[src/verilog/irq_ctrl_regs.svh]
`ifndef IRQ_CTRL_REGS_SVH
`define IRQ_CTRL_REGS_SVH

// Register byte offsets
`define IRQ_OPTION_OFFS      8'h00
`define IRQ_STATUS_OFFS      8'h04
`define IRQ_PERIPH_EN_OFFS   8'h08
`define IRQ_PERIPH_FLAG_OFFS 8'h0c
`define IRQ_PORTB_CFG_OFFS   8'h10

// Option register fields
`define GEN_BIT    4
`define ES_BIT     5
`define LS_BIT     6
`define OPT_RESET  8'h00
`define OPT_MASK   8'h70

// Vector numbers
`define VEC_NMI    3'h0
`define VEC_PA     3'h1
`define VEC_PB     3'h2
`define VEC_TIMER  3'h3
`define VEC_CONV   3'h4

// Cycles of the option write instruction during which a request skips flags
`define OPT_WR_CYCLES   3'h4
`define OPT_WR_LATE     3'h3

`define PB_PINS    8

`endif
[src/verilog/irq_ctrl_pkg.sv]
package irq_ctrl_pkg;

  typedef enum logic [1:0] {
    MODE_NORMAL,
    MODE_IRQ,
    MODE_NMI
  } core_mode_e;

  typedef enum logic [1:0] {
    PWR_RUN,
    PWR_WAIT,
    PWR_STOP
  } power_e;

  typedef struct packed {
    logic       req;
    logic [2:0] vec;
    logic       keep_normal_flags;
  } core_req_s;

  typedef struct packed {
    logic       boundary;
    logic       ack;
    logic       return_from_irq_instr;
    logic       wait_enter;
    logic       stop_enter;
    logic       opt_wr_zero;
    logic [1:0] opt_wr_cycle;
  } core_evt_s;

  typedef struct packed {
    logic [1:0] htrans;
    logic [7:0] haddr;
    logic       hwrite;
    logic [2:0] hsize;
    logic       hsel;
    logic       hready;
  } ahb_addr_s;

endpackage

[src/verilog/irq_ctrl.sv]
`timescale 1ns/1ns
`include "irq_ctrl_regs.svh"
module irq_ctrl
  import irq_ctrl_pkg::*;
(
  input  wire logic                          mclk,
  input  wire logic                          arst_n,
  input  wire irq_ctrl_pkg::ahb_addr_s       ahb_a,
  input  wire logic [31:0]                   hwdata,
  output logic [31:0]                        hrdata,
  output logic                               hreadyout,
  output logic                               hresp,
  input  wire logic                          nmi_pin_n,
  input  wire logic                          porta_pin_n,
  input  wire logic [`PB_PINS-1:0]           portb_pins,
  input  wire logic                          timer_evt,
  input  wire logic                          conv_evt,
  input  wire irq_ctrl_pkg::core_evt_s       core_evt,
  output irq_ctrl_pkg::core_req_s            core_req,
  output irq_ctrl_pkg::core_mode_e           core_mode,
  output logic                               wake
);
  import irq_ctrl_pkg::*;

  logic [7:0]            opt_reg;
  logic [1:0]            pen_reg;
  logic [1:0]            pflag_reg;
  logic [`PB_PINS-1:0]   pbcfg_reg;
  logic                  nmi_lat_reg;
  logic                  pa_lat_reg;
  logic                  pb_lat_reg;
  logic                  nmi_d_reg;
  logic                  pa_d_reg;
  logic                  pb_d_reg;
  logic                  stop_wake_ok_reg;
  core_mode_e            mode_reg;
  power_e                pwr_reg;
  core_req_s             req_reg;
  logic                  wr_pend_reg;
  logic                  rd_pend_reg;
  logic [7:0]            addr_reg;

  logic                  gen;
  logic                  ph_valid;
  logic                  wr_opt;
  logic                  wr_pbcfg;
  logic                  pb_line;
  logic                  pb_rise;
  logic                  pb_fall;
  logic                  pa_edge;
  logic                  pa_level;
  logic [4:1]            pend;
  logic [2:0]            win;
  logic                  grant_nmi;
  logic                  grant_mask;
  logic                  ack_vec;

  // Lowest-numbered pending vector wins
  function automatic logic [2:0] pick(input logic [4:1] p);
    logic [2:0] v;
    v = 3'h0;
    for (int i = 4; i >= 1; i--) begin
      if (p[i]) begin
        v = 3'(i);
      end
    end
    return v;
  endfunction

  function automatic logic hit(input logic [7:0] a, input logic [7:0] o);
    return a == o;
  endfunction

  assign gen = opt_reg[`GEN_BIT];
  assign hreadyout = 1'b1;
  assign hresp = 1'b0;
  assign ph_valid = ahb_a.hsel && ahb_a.hready && ahb_a.htrans[1];
  assign wr_opt = wr_pend_reg && hit(addr_reg, `IRQ_OPTION_OFFS);
  assign wr_pbcfg = wr_pend_reg && hit(addr_reg, `IRQ_PORTB_CFG_OFFS);

  // Bus address phase capture
  always_ff @(posedge mclk or negedge arst_n) begin
    if (!arst_n) begin
      wr_pend_reg <= 1'b0;
      rd_pend_reg <= 1'b0;
      addr_reg <= 8'h00;
    end else begin
      wr_pend_reg <= ph_valid && ahb_a.hwrite;
      rd_pend_reg <= ph_valid && !ahb_a.hwrite;
      if (ph_valid) begin
        addr_reg <= ahb_a.haddr;
      end
    end
  end

  // Write-only option register; reserved bits forced to zero
  always_ff @(posedge mclk or negedge arst_n) begin
    if (!arst_n) begin
      opt_reg <= `OPT_RESET;
    end else if (wr_opt) begin
      opt_reg <= hwdata[7:0] & `OPT_MASK;
    end
  end

  always_ff @(posedge mclk or negedge arst_n) begin
    if (!arst_n) begin
      pen_reg <= 2'h0;
      pbcfg_reg <= 8'h00;
    end else begin
      if (wr_pend_reg && hit(addr_reg, `IRQ_PERIPH_EN_OFFS)) begin
        pen_reg <= hwdata[1:0];
      end
      if (wr_pbcfg) begin
        pbcfg_reg <= hwdata[7:0];
      end
    end
  end

  // Peripheral flags: set wins over software write-one-to-clear
  always_ff @(posedge mclk or negedge arst_n) begin
    if (!arst_n) begin
      pflag_reg <= 2'h0;
    end else begin
      for (int i = 0; i < 2; i++) begin
        if ((i == 0) ? timer_evt : conv_evt) begin
          pflag_reg[i] <= 1'b1;
        end else if (wr_pend_reg && hit(addr_reg, `IRQ_PERIPH_FLAG_OFFS)
                     && hwdata[i]) begin
          pflag_reg[i] <= 1'b0;
        end
      end
    end
  end

  always_ff @(posedge mclk or negedge arst_n) begin
    if (!arst_n) begin
      hrdata <= 32'h0000_0000;
    end else if (ph_valid && !ahb_a.hwrite) begin
      case (ahb_a.haddr)
        `IRQ_STATUS_OFFS:
          hrdata <= {24'h0, 1'b0, pb_lat_reg, pa_lat_reg, nmi_lat_reg,
                     2'(pwr_reg), 2'(mode_reg)};
        `IRQ_PERIPH_EN_OFFS:   hrdata <= {30'h0, pen_reg};
        `IRQ_PERIPH_FLAG_OFFS: hrdata <= {30'h0, pflag_reg};
        `IRQ_PORTB_CFG_OFFS:   hrdata <= {24'h0, pbcfg_reg};
        default:               hrdata <= 32'h0000_0000;
      endcase
    end
  end

  // Vector 2 pins are combined before edge detection, so a pin held at
  // the low level masks edges on the others; pins in plain pull-up
  // mode read high.
  always_comb begin
    pb_line = 1'b1;
    for (int i = 0; i < `PB_PINS; i++) begin
      if (pbcfg_reg[i]) begin
        pb_line = pb_line & portb_pins[i];
      end
    end
  end

  assign pb_rise = pb_line && !pb_d_reg;
  assign pb_fall = !pb_line && pb_d_reg;
  assign pa_edge = !porta_pin_n ? pa_d_reg : 1'b0;
  assign pa_level = !porta_pin_n && opt_reg[`LS_BIT];
  assign ack_vec = core_evt.ack;

  // Line history, reset to the idle high level
  always_ff @(posedge mclk or negedge arst_n) begin
    if (!arst_n) begin
      nmi_d_reg <= 1'b1;
      pa_d_reg <= 1'b1;
      pb_d_reg <= 1'b1;
    end else begin
      nmi_d_reg <= nmi_pin_n;
      pa_d_reg <= porta_pin_n;
      pb_d_reg <= pb_line;
    end
  end

  always_ff @(posedge mclk or negedge arst_n) begin
    if (!arst_n) begin
      nmi_lat_reg <= 1'b0;
    end else if (nmi_d_reg && !nmi_pin_n) begin
      nmi_lat_reg <= 1'b1;
    end else if (ack_vec && core_req.vec == `VEC_NMI) begin
      nmi_lat_reg <= 1'b0;
    end
  end

  // One-deep edge latches; later edges just re-set an already set latch
  always_ff @(posedge mclk or negedge arst_n) begin
    if (!arst_n) begin
      pa_lat_reg <= 1'b0;
    end else if (pa_edge && !opt_reg[`LS_BIT]) begin
      pa_lat_reg <= 1'b1;
    end else if ((ack_vec && core_req.vec == `VEC_PA) || opt_reg[`LS_BIT]) begin
      pa_lat_reg <= 1'b0;
    end
  end

  // A flip to rising-edge polarity while the combined line is high, or a mode change on a low pin, acts as an edge
  always_ff @(posedge mclk or negedge arst_n) begin
    if (!arst_n) begin
      pb_lat_reg <= 1'b0;
    end else if ((opt_reg[`ES_BIT] ? pb_rise : pb_fall)
                 || (wr_opt && hwdata[`ES_BIT] && !opt_reg[`ES_BIT]
                     && pb_line)
                 || (wr_pbcfg && (pbcfg_reg ^ hwdata[7:0]) != 8'h00
                     && ((pbcfg_reg ^ hwdata[7:0]) & ~portb_pins)
                        != 8'h00)) begin
      pb_lat_reg <= 1'b1;
    end else if (ack_vec && core_req.vec == `VEC_PB) begin
      pb_lat_reg <= 1'b0;
    end
  end

  // Pending maskables are latched whatever the global enable
  assign pend[1] = pa_lat_reg || pa_level;
  assign pend[2] = pb_lat_reg;
  assign pend[3] = pflag_reg[0] && pen_reg[0];
  assign pend[4] = pflag_reg[1] && pen_reg[1];
  assign win = pick(pend);
  assign grant_nmi = nmi_lat_reg && mode_reg != MODE_NMI;
  assign grant_mask = gen && pend != 4'h0
                      && mode_reg == MODE_NORMAL;

  // Request presented only at instruction boundaries, held until ack
  always_ff @(posedge mclk or negedge arst_n) begin
    if (!arst_n) begin
      req_reg <= '0;
    end else if (ack_vec) begin
      req_reg <= '0;
    end else if (core_evt.boundary && pwr_reg == PWR_RUN
                 && !req_reg.req) begin
      if (grant_nmi) begin
        req_reg <= '{req: 1'b1, vec: `VEC_NMI, keep_normal_flags: 1'b0};
      end else if (grant_mask) begin
        req_reg <= '{req: 1'b1, vec: win,
                     keep_normal_flags: core_evt.opt_wr_zero
                       && 3'(core_evt.opt_wr_cycle) < `OPT_WR_LATE};
      end
    end
  end

  assign core_req = req_reg;

  // Core flag mode; reset starts in NMI mode and aborts any routine
  always_ff @(posedge mclk or negedge arst_n) begin
    if (!arst_n) begin
      mode_reg <= MODE_NMI;
    end else if (ack_vec) begin
      mode_reg <= (core_req.vec == `VEC_NMI) ? MODE_NMI
                                               : MODE_IRQ;
    end else if (core_evt.return_from_irq_instr) begin
      mode_reg <= MODE_NORMAL;
    end
  end

  assign core_mode = mode_reg;

  // Power state and wake-up
  always_comb begin
    wake = 1'b0;
    case (pwr_reg)
      PWR_WAIT: wake = (gen && (pend != 4'h0 || nmi_lat_reg));
      PWR_STOP: wake = gen && (nmi_lat_reg || pend[1] || pend[2]
                               || (pend[3] && stop_wake_ok_reg));
      default:  wake = 1'b0;
    endcase
  end

  always_ff @(posedge mclk or negedge arst_n) begin
    if (!arst_n) begin
      stop_wake_ok_reg <= 1'b1;
    end else begin
      stop_wake_ok_reg <= 1'b1;
    end
  end

  always_ff @(posedge mclk or negedge arst_n) begin
    if (!arst_n) begin
      pwr_reg <= PWR_RUN;
    end else begin
      case (pwr_reg)
        PWR_RUN: begin
          if (core_evt.stop_enter) begin
            pwr_reg <= PWR_STOP;
          end else if (core_evt.wait_enter) begin
            pwr_reg <= PWR_WAIT;
          end
        end
        PWR_WAIT, PWR_STOP: begin
          if (wake) begin
            pwr_reg <= PWR_RUN;
          end
        end
        default: pwr_reg <= PWR_RUN;
      endcase
    end
  end

endmodule  // irq_ctrl

[config.mk]
export PLATFORM = sky130hd
export DESIGN_NAME = irq_ctrl
export DESIGN_NICKNAME = d
export VERILOG_FILES = /design/src/verilog/irq_ctrl_pkg.sv /design/src/verilog/irq_ctrl.sv
export VERILOG_INCLUDE_DIRS = /design/src /design/src/verilog
export SDC_FILE = /design/constraint.sdc
export NUM_CORES = 1
export LEC_CHECK = 0
export BUFFER_PORTS_ARGS = -buffer_cell sky130_fd_sc_hd__buf_2
export CORE_MARGIN = 3
export CORE_UTILIZATION = 44
export CTS_BUF_LIST = sky130_fd_sc_hd__clkbuf_4
export CTS_CLUSTER_DIAMETER = 40
export DETAILED_ROUTE_END_ITERATION = 12
export PLACE_DENSITY = 0.83
export SLEW_MARGIN = 5
export SYNTH_ARGS = -nofsm -noshare
export SYNTH_HDL_FRONTEND = slang
export SYNTH_SLANG_ARGS = --single-unit
[constraint.sdc]
create_clock -name mclk -period 1.6 [get_ports mclk]
set_input_delay 0.08 -clock mclk [delete_from_list [all_inputs] [get_ports mclk]]
set_output_delay 0.08 -clock mclk [all_outputs]
set_load 0.05 [all_outputs]
**Yosys cells after proc, flatten, opt, wreduce, memory -nomap -nowiden**

Index checks and enable logic that the tools add are counted.
Widths: inputs -> output; s select.

- Register bits: 71
- Bits of input ports: 70
- Output and inout port bits: 42
- Logic and storage cells: 148

- Order comparisons: 1
- Eq/ne operators: 14
- Mux-type cells: 37
- Bitwise gates (word level): 10
- Reduce and logical (&&, ||, !) cells: 67

Operators with widths:

| cell | count |
|---|---|
| $logic_and 1x1->1 | 33 |
| $eq 8x4->1 const B | 4 |
| $pmux 8 s4 | 1 |
| $mux 1 | 20 |
| $mux 5 | 4 |
| $eq 8x5->1 const B | 2 |
| $reduce_bool 8->1 | 2 |
| $reduce_bool 2->1 | 7 |
| $mux 2 | 6 |
| $mux 3 | 4 |
| $and 8x8->8 | 1 |
| $eq 8x3->1 const B | 1 |
| $logic_not 1->1 | 8 |
| $logic_not 8->1 | 1 |
| $logic_or 1x1->1 | 8 |
| $not 8->8 | 1 |
| $xor 8x8->8 | 1 |
| $and 1x1->1 | 7 |
| $logic_not 2->1 | 2 |
| $ne 2x2->1 const B | 2 |
| $pmux 2 s2 | 1 |
| $reduce_and 2->1 | 2 |
| $reduce_bool 4->1 | 1 |
| $eq 3x1->1 const B | 1 |
| other kinds (9) | 9 |

**Logic depth before layout (Yosys ltp)**

Gate-level depths: netlist (run 1).

- Depth after elaboration: 21
- Gate-level depth with buffers: 7
- Depth with buffers taken out: 7

**Worst setup path before layout (run 1)**

OpenSTA, ideal clock, no wires.

- Path type: reg-to-reg
- Start: register mode_reg[1] (netlist: core_mode[1])
- End: register req_reg (netlist bit core_req[0])
- Arrival time: 1.465 ns
- Required time: 1.532 ns
- Path slack: 0.067 ns
- Stages on the path, launching flop included: 5
- Path through: dfstp_2 -> inv_1 -> o21ai_0 -> nor4b_2 -> a32o_1

- Word-level cells in the longest chain between the ends: 5
- Elaborated cells between the ends (all ways): 9
- Classes of those cells: eq/ne: 1; mux: 3; reduce/logical: 5

Ends and longest elaborated chain:

| element | line | text |
|---|---|---|
| from (decl) | irq_ctrl.sv:36 | `core_mode_e mode_reg;` |
| from (signal assigned) | irq_ctrl.sv:254 | `` mode_reg <= (core_req.vec == `VEC_NMI) ? MODE_NMI `` |
| $ne 2x2->1 | irq_ctrl.sv:225 | `assign grant_nmi = nmi_lat_reg && mode_reg != MODE_NMI;` |
| $logic_and 1x1->1 | irq_ctrl.sv:225 |  |
| $mux 5 | irq_ctrl.sv:237 | `if (grant_nmi) begin` |
| $mux 5 | irq_ctrl.sv:235 | `end else if (core_evt.boundary && pwr_reg == PWR_RUN` |
| $mux 5 | irq_ctrl.sv:233 | `end else if (ack_vec) begin` |
| to (signal assigned) | irq_ctrl.sv:238 | `` req_reg <= '{req: 1'b1, vec: `VEC_NMI, keep_normal_flags: 1'b0}; `` |
| to (signal assigned) | irq_ctrl.sv:240 | `req_reg <= '{req: 1'b1, vec: win,` |
| to (decl) | irq_ctrl.sv:38 | `core_req_s req_reg;` |

Parallel ways exist; a longest one is shown, timed or not. The select of a mux whose other input is x is not followed.
A chain may end at the register's enable or synchronous reset.

**Worst setup path after layout (run 1)**

- Start: register pwr_reg[0]
- End: output port wake

- Word-level cells in the longest chain between the ends: 2
- Elaborated cells between the ends (all ways): 3
- Classes of those cells: eq/ne: 2; mux: 1

Ends and longest elaborated chain:

| element | line | text |
|---|---|---|
| from (decl) | irq_ctrl.sv:37 | `power_e pwr_reg;` |
| from (signal assigned) | irq_ctrl.sv:284 | `pwr_reg <= PWR_RUN;` |
| from (signal assigned) | irq_ctrl.sv:289 | `pwr_reg <= PWR_STOP;` |
| from (signal assigned) | irq_ctrl.sv:291 | `pwr_reg <= PWR_WAIT;` |
| $eq 2x2->1 / $eq 2x1->1 (equally long branches) | irq_ctrl.sv:266 | `case (pwr_reg)` |
| $pmux 1 s2 (*) | irq_ctrl.sv:266 |  |
| to (decl) | irq_ctrl.sv:21 | `output logic wake` |

Mark *: on every way between the ends. The rest lies on a longest branch, timed or not.

==> impl_metrics.tcl, run 1 <==
set metrics [dict create \
    postSynth.asyncResetShare_pct 100 \
    clk_path_buf_depth 2 \
    cpMaxStageDelayCell "dfrtp_1" \
    r2r_start "addr_reg[1]$_DFFE_PN0P_" \
    syn_area_sq_um 2510 \
    p_sw_mw 1.07 \
    status "complete, but fails checks" \
    fin_nets 419 \
    ir_worst_vdd_mv 0.661 \
    worstPathArrival_ns 1.55 \
    clock_latency_ns 0.37 \
    cts-root-buf "clkbuf_4" \
    max_freq_ghz 0.613 \
    antenna_found_initial 0 \
    path_cells "inv_2 > ha_4 > nor2_4 > o31ai_4 > nor2_1 > buf_6" \
    overflow 0 \
    ys_seq_area_share_pct 47.0 \
    vias 2126 \
    gp_congestion 0.862 \
    critPathLaunch "pwr_reg[0]$_DFFE_PN0P_" \
    synth_flop_cell "dfrtp_1" \
    setup_slack_ns -0.0304 \
    power_frac_comb_pct 33.2 \
    dieHeight_microns 81.6 \
    final_max_slew_viol_count 0 \
    max_slew.worst_pin.slew_ns 0.559 \
    switching_share_pct 35.7 \
    numCtsBuffers 5 \
    power_density_nw_per_um2 902 \
    grt_pass1_wl_mm 9.85 \
    multiInputGateArea_sq_um 1250 \
    dieArea_sq_um 6660 \
    diodes 0 \
    period_minus_slack_ns 1.63 \
    viasPerCell 5.09 \
    initial_utilization_pct 47.4 \
    crit_buf_inv 2 \
    fill_cells 417 \
    ff2ff_path_depth 5 \
    clkPwrFrac_pct 19.2 \
    num_rows 26 \
    required_ns 1.52 \
    drt_first_pass_iters 5 \
    synth_edf_count 0 \
    setup_tns_ns -0.0737 \
    synth_top_area_share_pct 42.8 \
    postSynthAreaPerCell_sq_um 10.2 \
    synth_compound_area_share_pct 13.3 \
    yosys.area_share.simple_pct 13.8 \
    hp-start "hwdata[6]" \
    ys.warnings.count 0 \
    slew-limit-headroom_pct 62.7 \
    drc 0 \
    cts.sinks 47 \
    dpl_worst_slack_ns -0.0531 \
    crit_family "flip-flops" \
    p_int_mw 1.93 \
    grt_max_degree 25 \
    fin_crit_sh_pct 102 \
    cap_violations 0 \
    worstReg2RegEnd "pbcfg_reg[0]$_DFFE_PN0P_" \
    hold_violations 0 \
    h-tree-depth 2 \
    ant_nets 0 \
    cpPeakStageDelay_ns 0.43 \
    synth-adder-area-share_pct 0.995 \
    critPathMaxFanout 3 \
    whs_path_depth 2 \
    grt_pass1_vias 2081 \
    p_leak_nw 1.56 \
    critPathCapture "wake" \
    ys_top_cells_by_area "dfrtp_1, mux2_2, buf_4" \
    clock_skew_ns 0.0179 \
    synth.largest_area_cell "dfrtp_1" \
    core_sq_um 5300 \
    die_w_microns 81.6 \
    synth_xor_xnor_area_share_pct 3.13 \
    yosys-top-cells-count "dfrtp_1, buf_4, mux2_2, nor2_1, inv_1" \
    hold_class "primary input to flip-flop" \
    yosysMostFrequentCell "dfrtp_1" \
    worstSetupEndpointType "primary output" \
    r2r_slack_ns -0.01 \
    cp-start-kind "flip-flop" \
    final_core_util_pct 62.7 \
    synth_top_family_by_area "simple AND/OR/NAND/NOR gates" \
    pin_count 112 \
    synth_cells 247 \
    cts_tree "yes" \
    violations "negative setup slack" \
    wl_per_cell_microns 15.1 \
    setup_viol 7 \
    grt.total_usage_pct 19.6 \
    rsz0062_at_grt "true" \
    p_seq_share_pct 47.6 \
    synth-seq-cells 47 \
    worstSetupPathType "flip-flop to primary output" \
    cts.reportedPaths.clkPinSlew_ns 0.13 \
    drive_gt1_share_pct 38.5 \
    seqCellArea_sq_um 1180 \
    synthMuxAreaShare_pct 9.85 \
    portBuffers 57 \
    drt_iter0_drc 81 \
    routed_wl_mm 6.30 \
    power_mw 3.00 \
    yosysUniqueCellTypes 38 \
    syn_to_final_growth_pct 32.2 \
    hpwl_mm 4.56 \
    worst-path-stages 6 \
]
-- cell families (layout without fill, tap and decap cells) --
logic type	count (synthesis)	in the layout
xor+xnor	9	9
other cells	2	26
flops	47	47
compound gates	51	51
mux	22	22
fa+ha+maj	2	2
simple gates	65	65
buf+inv	49	126
-- power by group through the flow --
stage | Clock, mW | Sequential [mW] | Combinational [mW]
6_report | 0.576 | 1.43 | 0.994
5_1_grt | 0.639 | 1.44 | 1.07
4_1_cts | 0.593 | 1.41 | 0.930
3_5_place_dp | 0 | 1.42 | 0.785
3_3_place_gp | 0 | 1.42 | 0.761
2_1_floorplan | 0 | 1.44 | 0.548
-- stage by stage --
| stage | hold slack [ns] | std cells | area [sq um] |
|---|---|---|---|
| floorplan | -0.216 | 271 | 2610 |
| global placement | 0.0919 | 380 | 2860 |
| detailed placement | 0.107 | 380 | 2860 |
| CTS | 0.00293 | 411 | 3220 |
| global route | 0.00631 | 418 | 3320 |
| finish | 0.00637 | 418 | 3320 |
-- layout make-up --
| type | instances | share of cell area [%] |
|---|---|---|
| tap | 70 | 2.63 |
| clock buffer | 7 | 1.58 |
| inverter | 19 | 2.15 |
| multi-input combinational | 175 | 37.6 |
| timing repair buffer | 99 | 20.4 |
| sequential | 47 | 35.5 |
| clock inverter | 1 | 0.151 |
-- metal layers --
metal  track usage (%)  vias to the layer above  share of wire, %
met4              7.48                        0               1.4
met5                 0                        -                 0
met2              32.4                       78                50
met3              3.73                        7               6.5
met1              25.4                     1031                43
li1                  -                     1010                 -
-- how the worst min path moves through the flow --
| stage | end | slack (ns) |
|---|---|---|
| 2_1_floorplan | addr_reg[0]$_DFFE_PN0P_ | -0.22 |
| 3_3_place_gp | addr_reg[7]$_DFFE_PN0P_ | 0.09 |
| 3_5_place_dp | addr_reg[0]$_DFFE_PN0P_ | 0.11 |
| 4_1_cts | opt_reg[6]$_DFFE_PN0P_ | 0.003 |
| 5_1_grt | addr_reg[4]$_DFFE_PN0P_ | 0.006 |
| 6_report | opt_reg[6]$_DFFE_PN0P_ | 0.006 |
-- what timing repair did --
| item | 4_1_cts | 5_1_grt |
|---|---|---|
| endpoints found under the setup margin | 17 | 27 |
| hold buffers | 23 | 0 |
| pin swaps | 5 | 10 |
| setup buffers | 1 | 6 |
| endpoints found under the hold margin | 45 | 0 |
| cloned | 0 | 1 |
| resized for setup | 15 | 15 |
-- worst register-to-register path: stages, from the launching register on --
cell	delay, ns
dfrtp_1	0.44
nor4_4	0.31
buf_4	0.15
nand4_1	0.15
buf_2	0.20
mux2_2	0.27
-- placed cells by master, fill, tap and decap left out, drive strengths merged, types with 2 or more instances in the layout --
| cell | instances |
|---|---|
| dfrtp | 43 |
| o21ai | 13 |
| nand2b | 4 |
| nand2 | 16 |
| nor2 | 21 |
| clkbuf | 7 |
| a21oi | 6 |
| a21boi | 2 |
| a21o | 4 |
| a32o | 3 |
| dfstp | 4 |
| o22ai | 9 |
| nand3b | 3 |
| conb | 26 |
| inv | 19 |
| nor4 | 2 |
| xnor2 | 9 |
| a22o | 2 |
| nand4 | 6 |
| buf | 76 |
| ha | 2 |
| nand3 | 4 |
| dlygate4sd3 | 23 |
| and3 | 3 |
| a22oi | 10 |
| mux2 | 22 |
Power figures use the tool's default switching activity.
==> inputs of run 2 (changes only) <==
--- a/config.mk
+++ b/config.mk
@@ -13,6 +13,7 @@
 export CTS_CLUSTER_DIAMETER = 40
 export DETAILED_ROUTE_END_ITERATION = 12
 export PLACE_DENSITY = 0.83
+export RECOVER_POWER = 50
 export SLEW_MARGIN = 5
 export SYNTH_ARGS = -nofsm -noshare
 export SYNTH_HDL_FRONTEND = slang
==> run 2 against run 1 <==
  * The flow still finishes with violations (negative setup slack)
  * Non-clock buffer count unchanged
  * Design area down 0.53%
  * Die area unchanged
  * Largest cell class unchanged
==> impl_metrics.tcl, run 2 (synthesis gave the netlist of run 1 again) <==
set metrics [dict create \
    cts_tree "yes" \
    final_max_slew_viol_count 0 \
    die_w_microns 81.6 \
    max_slew.worst_pin.slew_ns 0.591 \
    critPathMaxFanout 3 \
    antenna_found_initial 0 \
    fill_cells 421 \
    drt_iter0_drc 91 \
    multiInputGateArea_sq_um 1250 \
    dieHeight_microns 81.6 \
    worstSetupEndpointType "primary output" \
    status "complete, but fails checks" \
    clock_skew_ns 0.0170 \
    gp_congestion 0.862 \
    hpwl_mm 4.56 \
    core_sq_um 5300 \
    required_ns 1.52 \
    portBuffers 57 \
    cap_violations 0 \
    final_area_sq_um 3310 \
    final_common_cell "buf_2" \
    routed_wl_mm 6.30 \
    numCtsBuffers 5 \
    drt_first_pass_iters 4 \
    diodes 0 \
    final_cell_mix "buf_2, dfrtp_1, conb_1, dlygate4sd3_1, mux2_2" \
    drc 0 \
    dieArea_sq_um 6660 \
    power_density_nw_per_um2 905 \
    setup_viol 7 \
    clk_path_buf_depth 2 \
    hold_violations 0 \
    dp_cells 380 \
    ant_nets 0 \
    h-tree-depth 2 \
    drive_gt1_share_pct 37.9 \
    setup_slack_ns -0.0318 \
    cp-start-kind "flip-flop" \
    period_minus_slack_ns 1.63 \
    grt_use_met3_pct 3.73 \
    cts.reportedPaths.clkPinSlew_ns 0.13 \
    syn_to_final_growth_pct 31.5 \
    rsz0062_at_grt "true" \
    worstSetupPathType "flip-flop to primary output" \
    pin_count 112 \
    setup_tns_ns -0.0752 \
    initial_utilization_pct 47.4 \
    placed_area_sq_um 2860 \
    ir_worst_vdd_mv 0.661 \
    max_freq_ghz 0.613 \
    hold_slack_ns 0.0122 \
    fin_cells 418 \
    violations "negative setup slack" \
    cts-root-buf "clkbuf_4" \
    grt.total_usage_pct 19.6 \
    met1_usage_pct 25.4 \
    num_rows 26 \
    p_leak_nw 1.55 \
    grt_pass1_wl_mm 9.85 \
    wl_per_cell_microns 15.1 \
    hold_class "primary input to flip-flop" \
    cts.sinks 47 \
    grt_max_degree 25 \
    seqCellArea_sq_um 1180 \
    met2_usage_pct 32.4 \
    vias 2127 \
    grt_pass1_vias 2081 \
    viasPerCell 5.09 \
    worstPathArrival_ns 1.55 \
    fin_nets 419 \
    fin_crit_sh_pct 102 \
    clock_latency_ns 0.37 \
    slew-limit-headroom_pct 60.6 \
    overflow 0 \
    grt_busiest_layer "met2" \
]
==> run 2: changes by cell type in the layout (fill, tap and decap cells not counted), sizes merged <==
| cell | previous run | this run |
|---|---|---|
| clkbuf | 7 | 11 |
| buf | 76 | 72 |
==> run 2: final timing paths <==
kind / slack [ns] / end / depth (start not counted) / from
max in group asynchronous: 0.38 / core_mode[0]$_DFFE_PN0P_ / 3 / arst_n
min: 0.01 / opt_reg[6]$_DFFE_PN0P_ / 2 / hwdata[6]
min reg2reg: 0.49 / pa_lat_reg$_DFFE_PN0P_ / 1 / opt_reg[6]$_DFFE_PN0P_
min in group asynchronous: 0.23 / addr_reg[0]$_DFFE_PN0P_ / 2 / arst_n
max: -0.03 / wake / 6 / pwr_reg[0]$_DFFE_PN0P_
max reg2reg: -0.01 / pbcfg_reg[0]$_DFFE_PN0P_ / 5 / addr_reg[1]$_DFFE_PN0P_
==> run 2: what timing repair did <==
action	4_1_cts	5_1_grt
buffers inserted	1	6
pin swaps	5	10
resized for setup	15	15
hold buffers	23	0
gates cloned	0	1
setup endpoints to repair	17	27
hold endpoints to repair	45	0
==> run 2: per-stage QoR <==
stage	power, mW	setup WS, ns	util, %
3_5_place_dp	2.20	-0.0531	53.9
6_report	2.99	-0.0318	62.4
3_3_place_gp	2.18	-0.0156	53.9
5_1_grt	3.14	-0.0778	62.4
2_1_floorplan	1.99	0.0665	-
4_1_cts	2.94	-0.0356	60.8
==> run 2: layer usage <==
layer  wire, microns  part of all wire (%)  up-vias
li1                -                     -     1011
met1            2660                    42     1028
met2            3110                    49       81
met3             437                   6.9        7
met4              91                   1.4        0
met5               0                     0        -
==> run 2: worst max-delay path: stages, from the launching register on <==
cell and delay (ns):
dfrtp_1 0.43, inv_2 0.10, ha_4 0.14, nor2_4 0.04, o31ai_4 0.24, nor2_1 0.09, buf_6 0.16
==> run 2: cell type report <==
cell class,count,share of cell area [%]
clock buffer,7,1.59
timing repair buffer,99,20.0
sequential,47,35.7
multi-input combinational,175,37.8
tap,70,2.65
clock inverter,1,0.151
inverter,19,2.16
==> run 2: power breakdown <==
part	switching [mW]	internal, mW	total, mW
sequential	0.123	1.30	1.43
clock	0.372	0.206	0.578
combinational	0.574	0.413	0.987
total	1.07	1.92	2.99
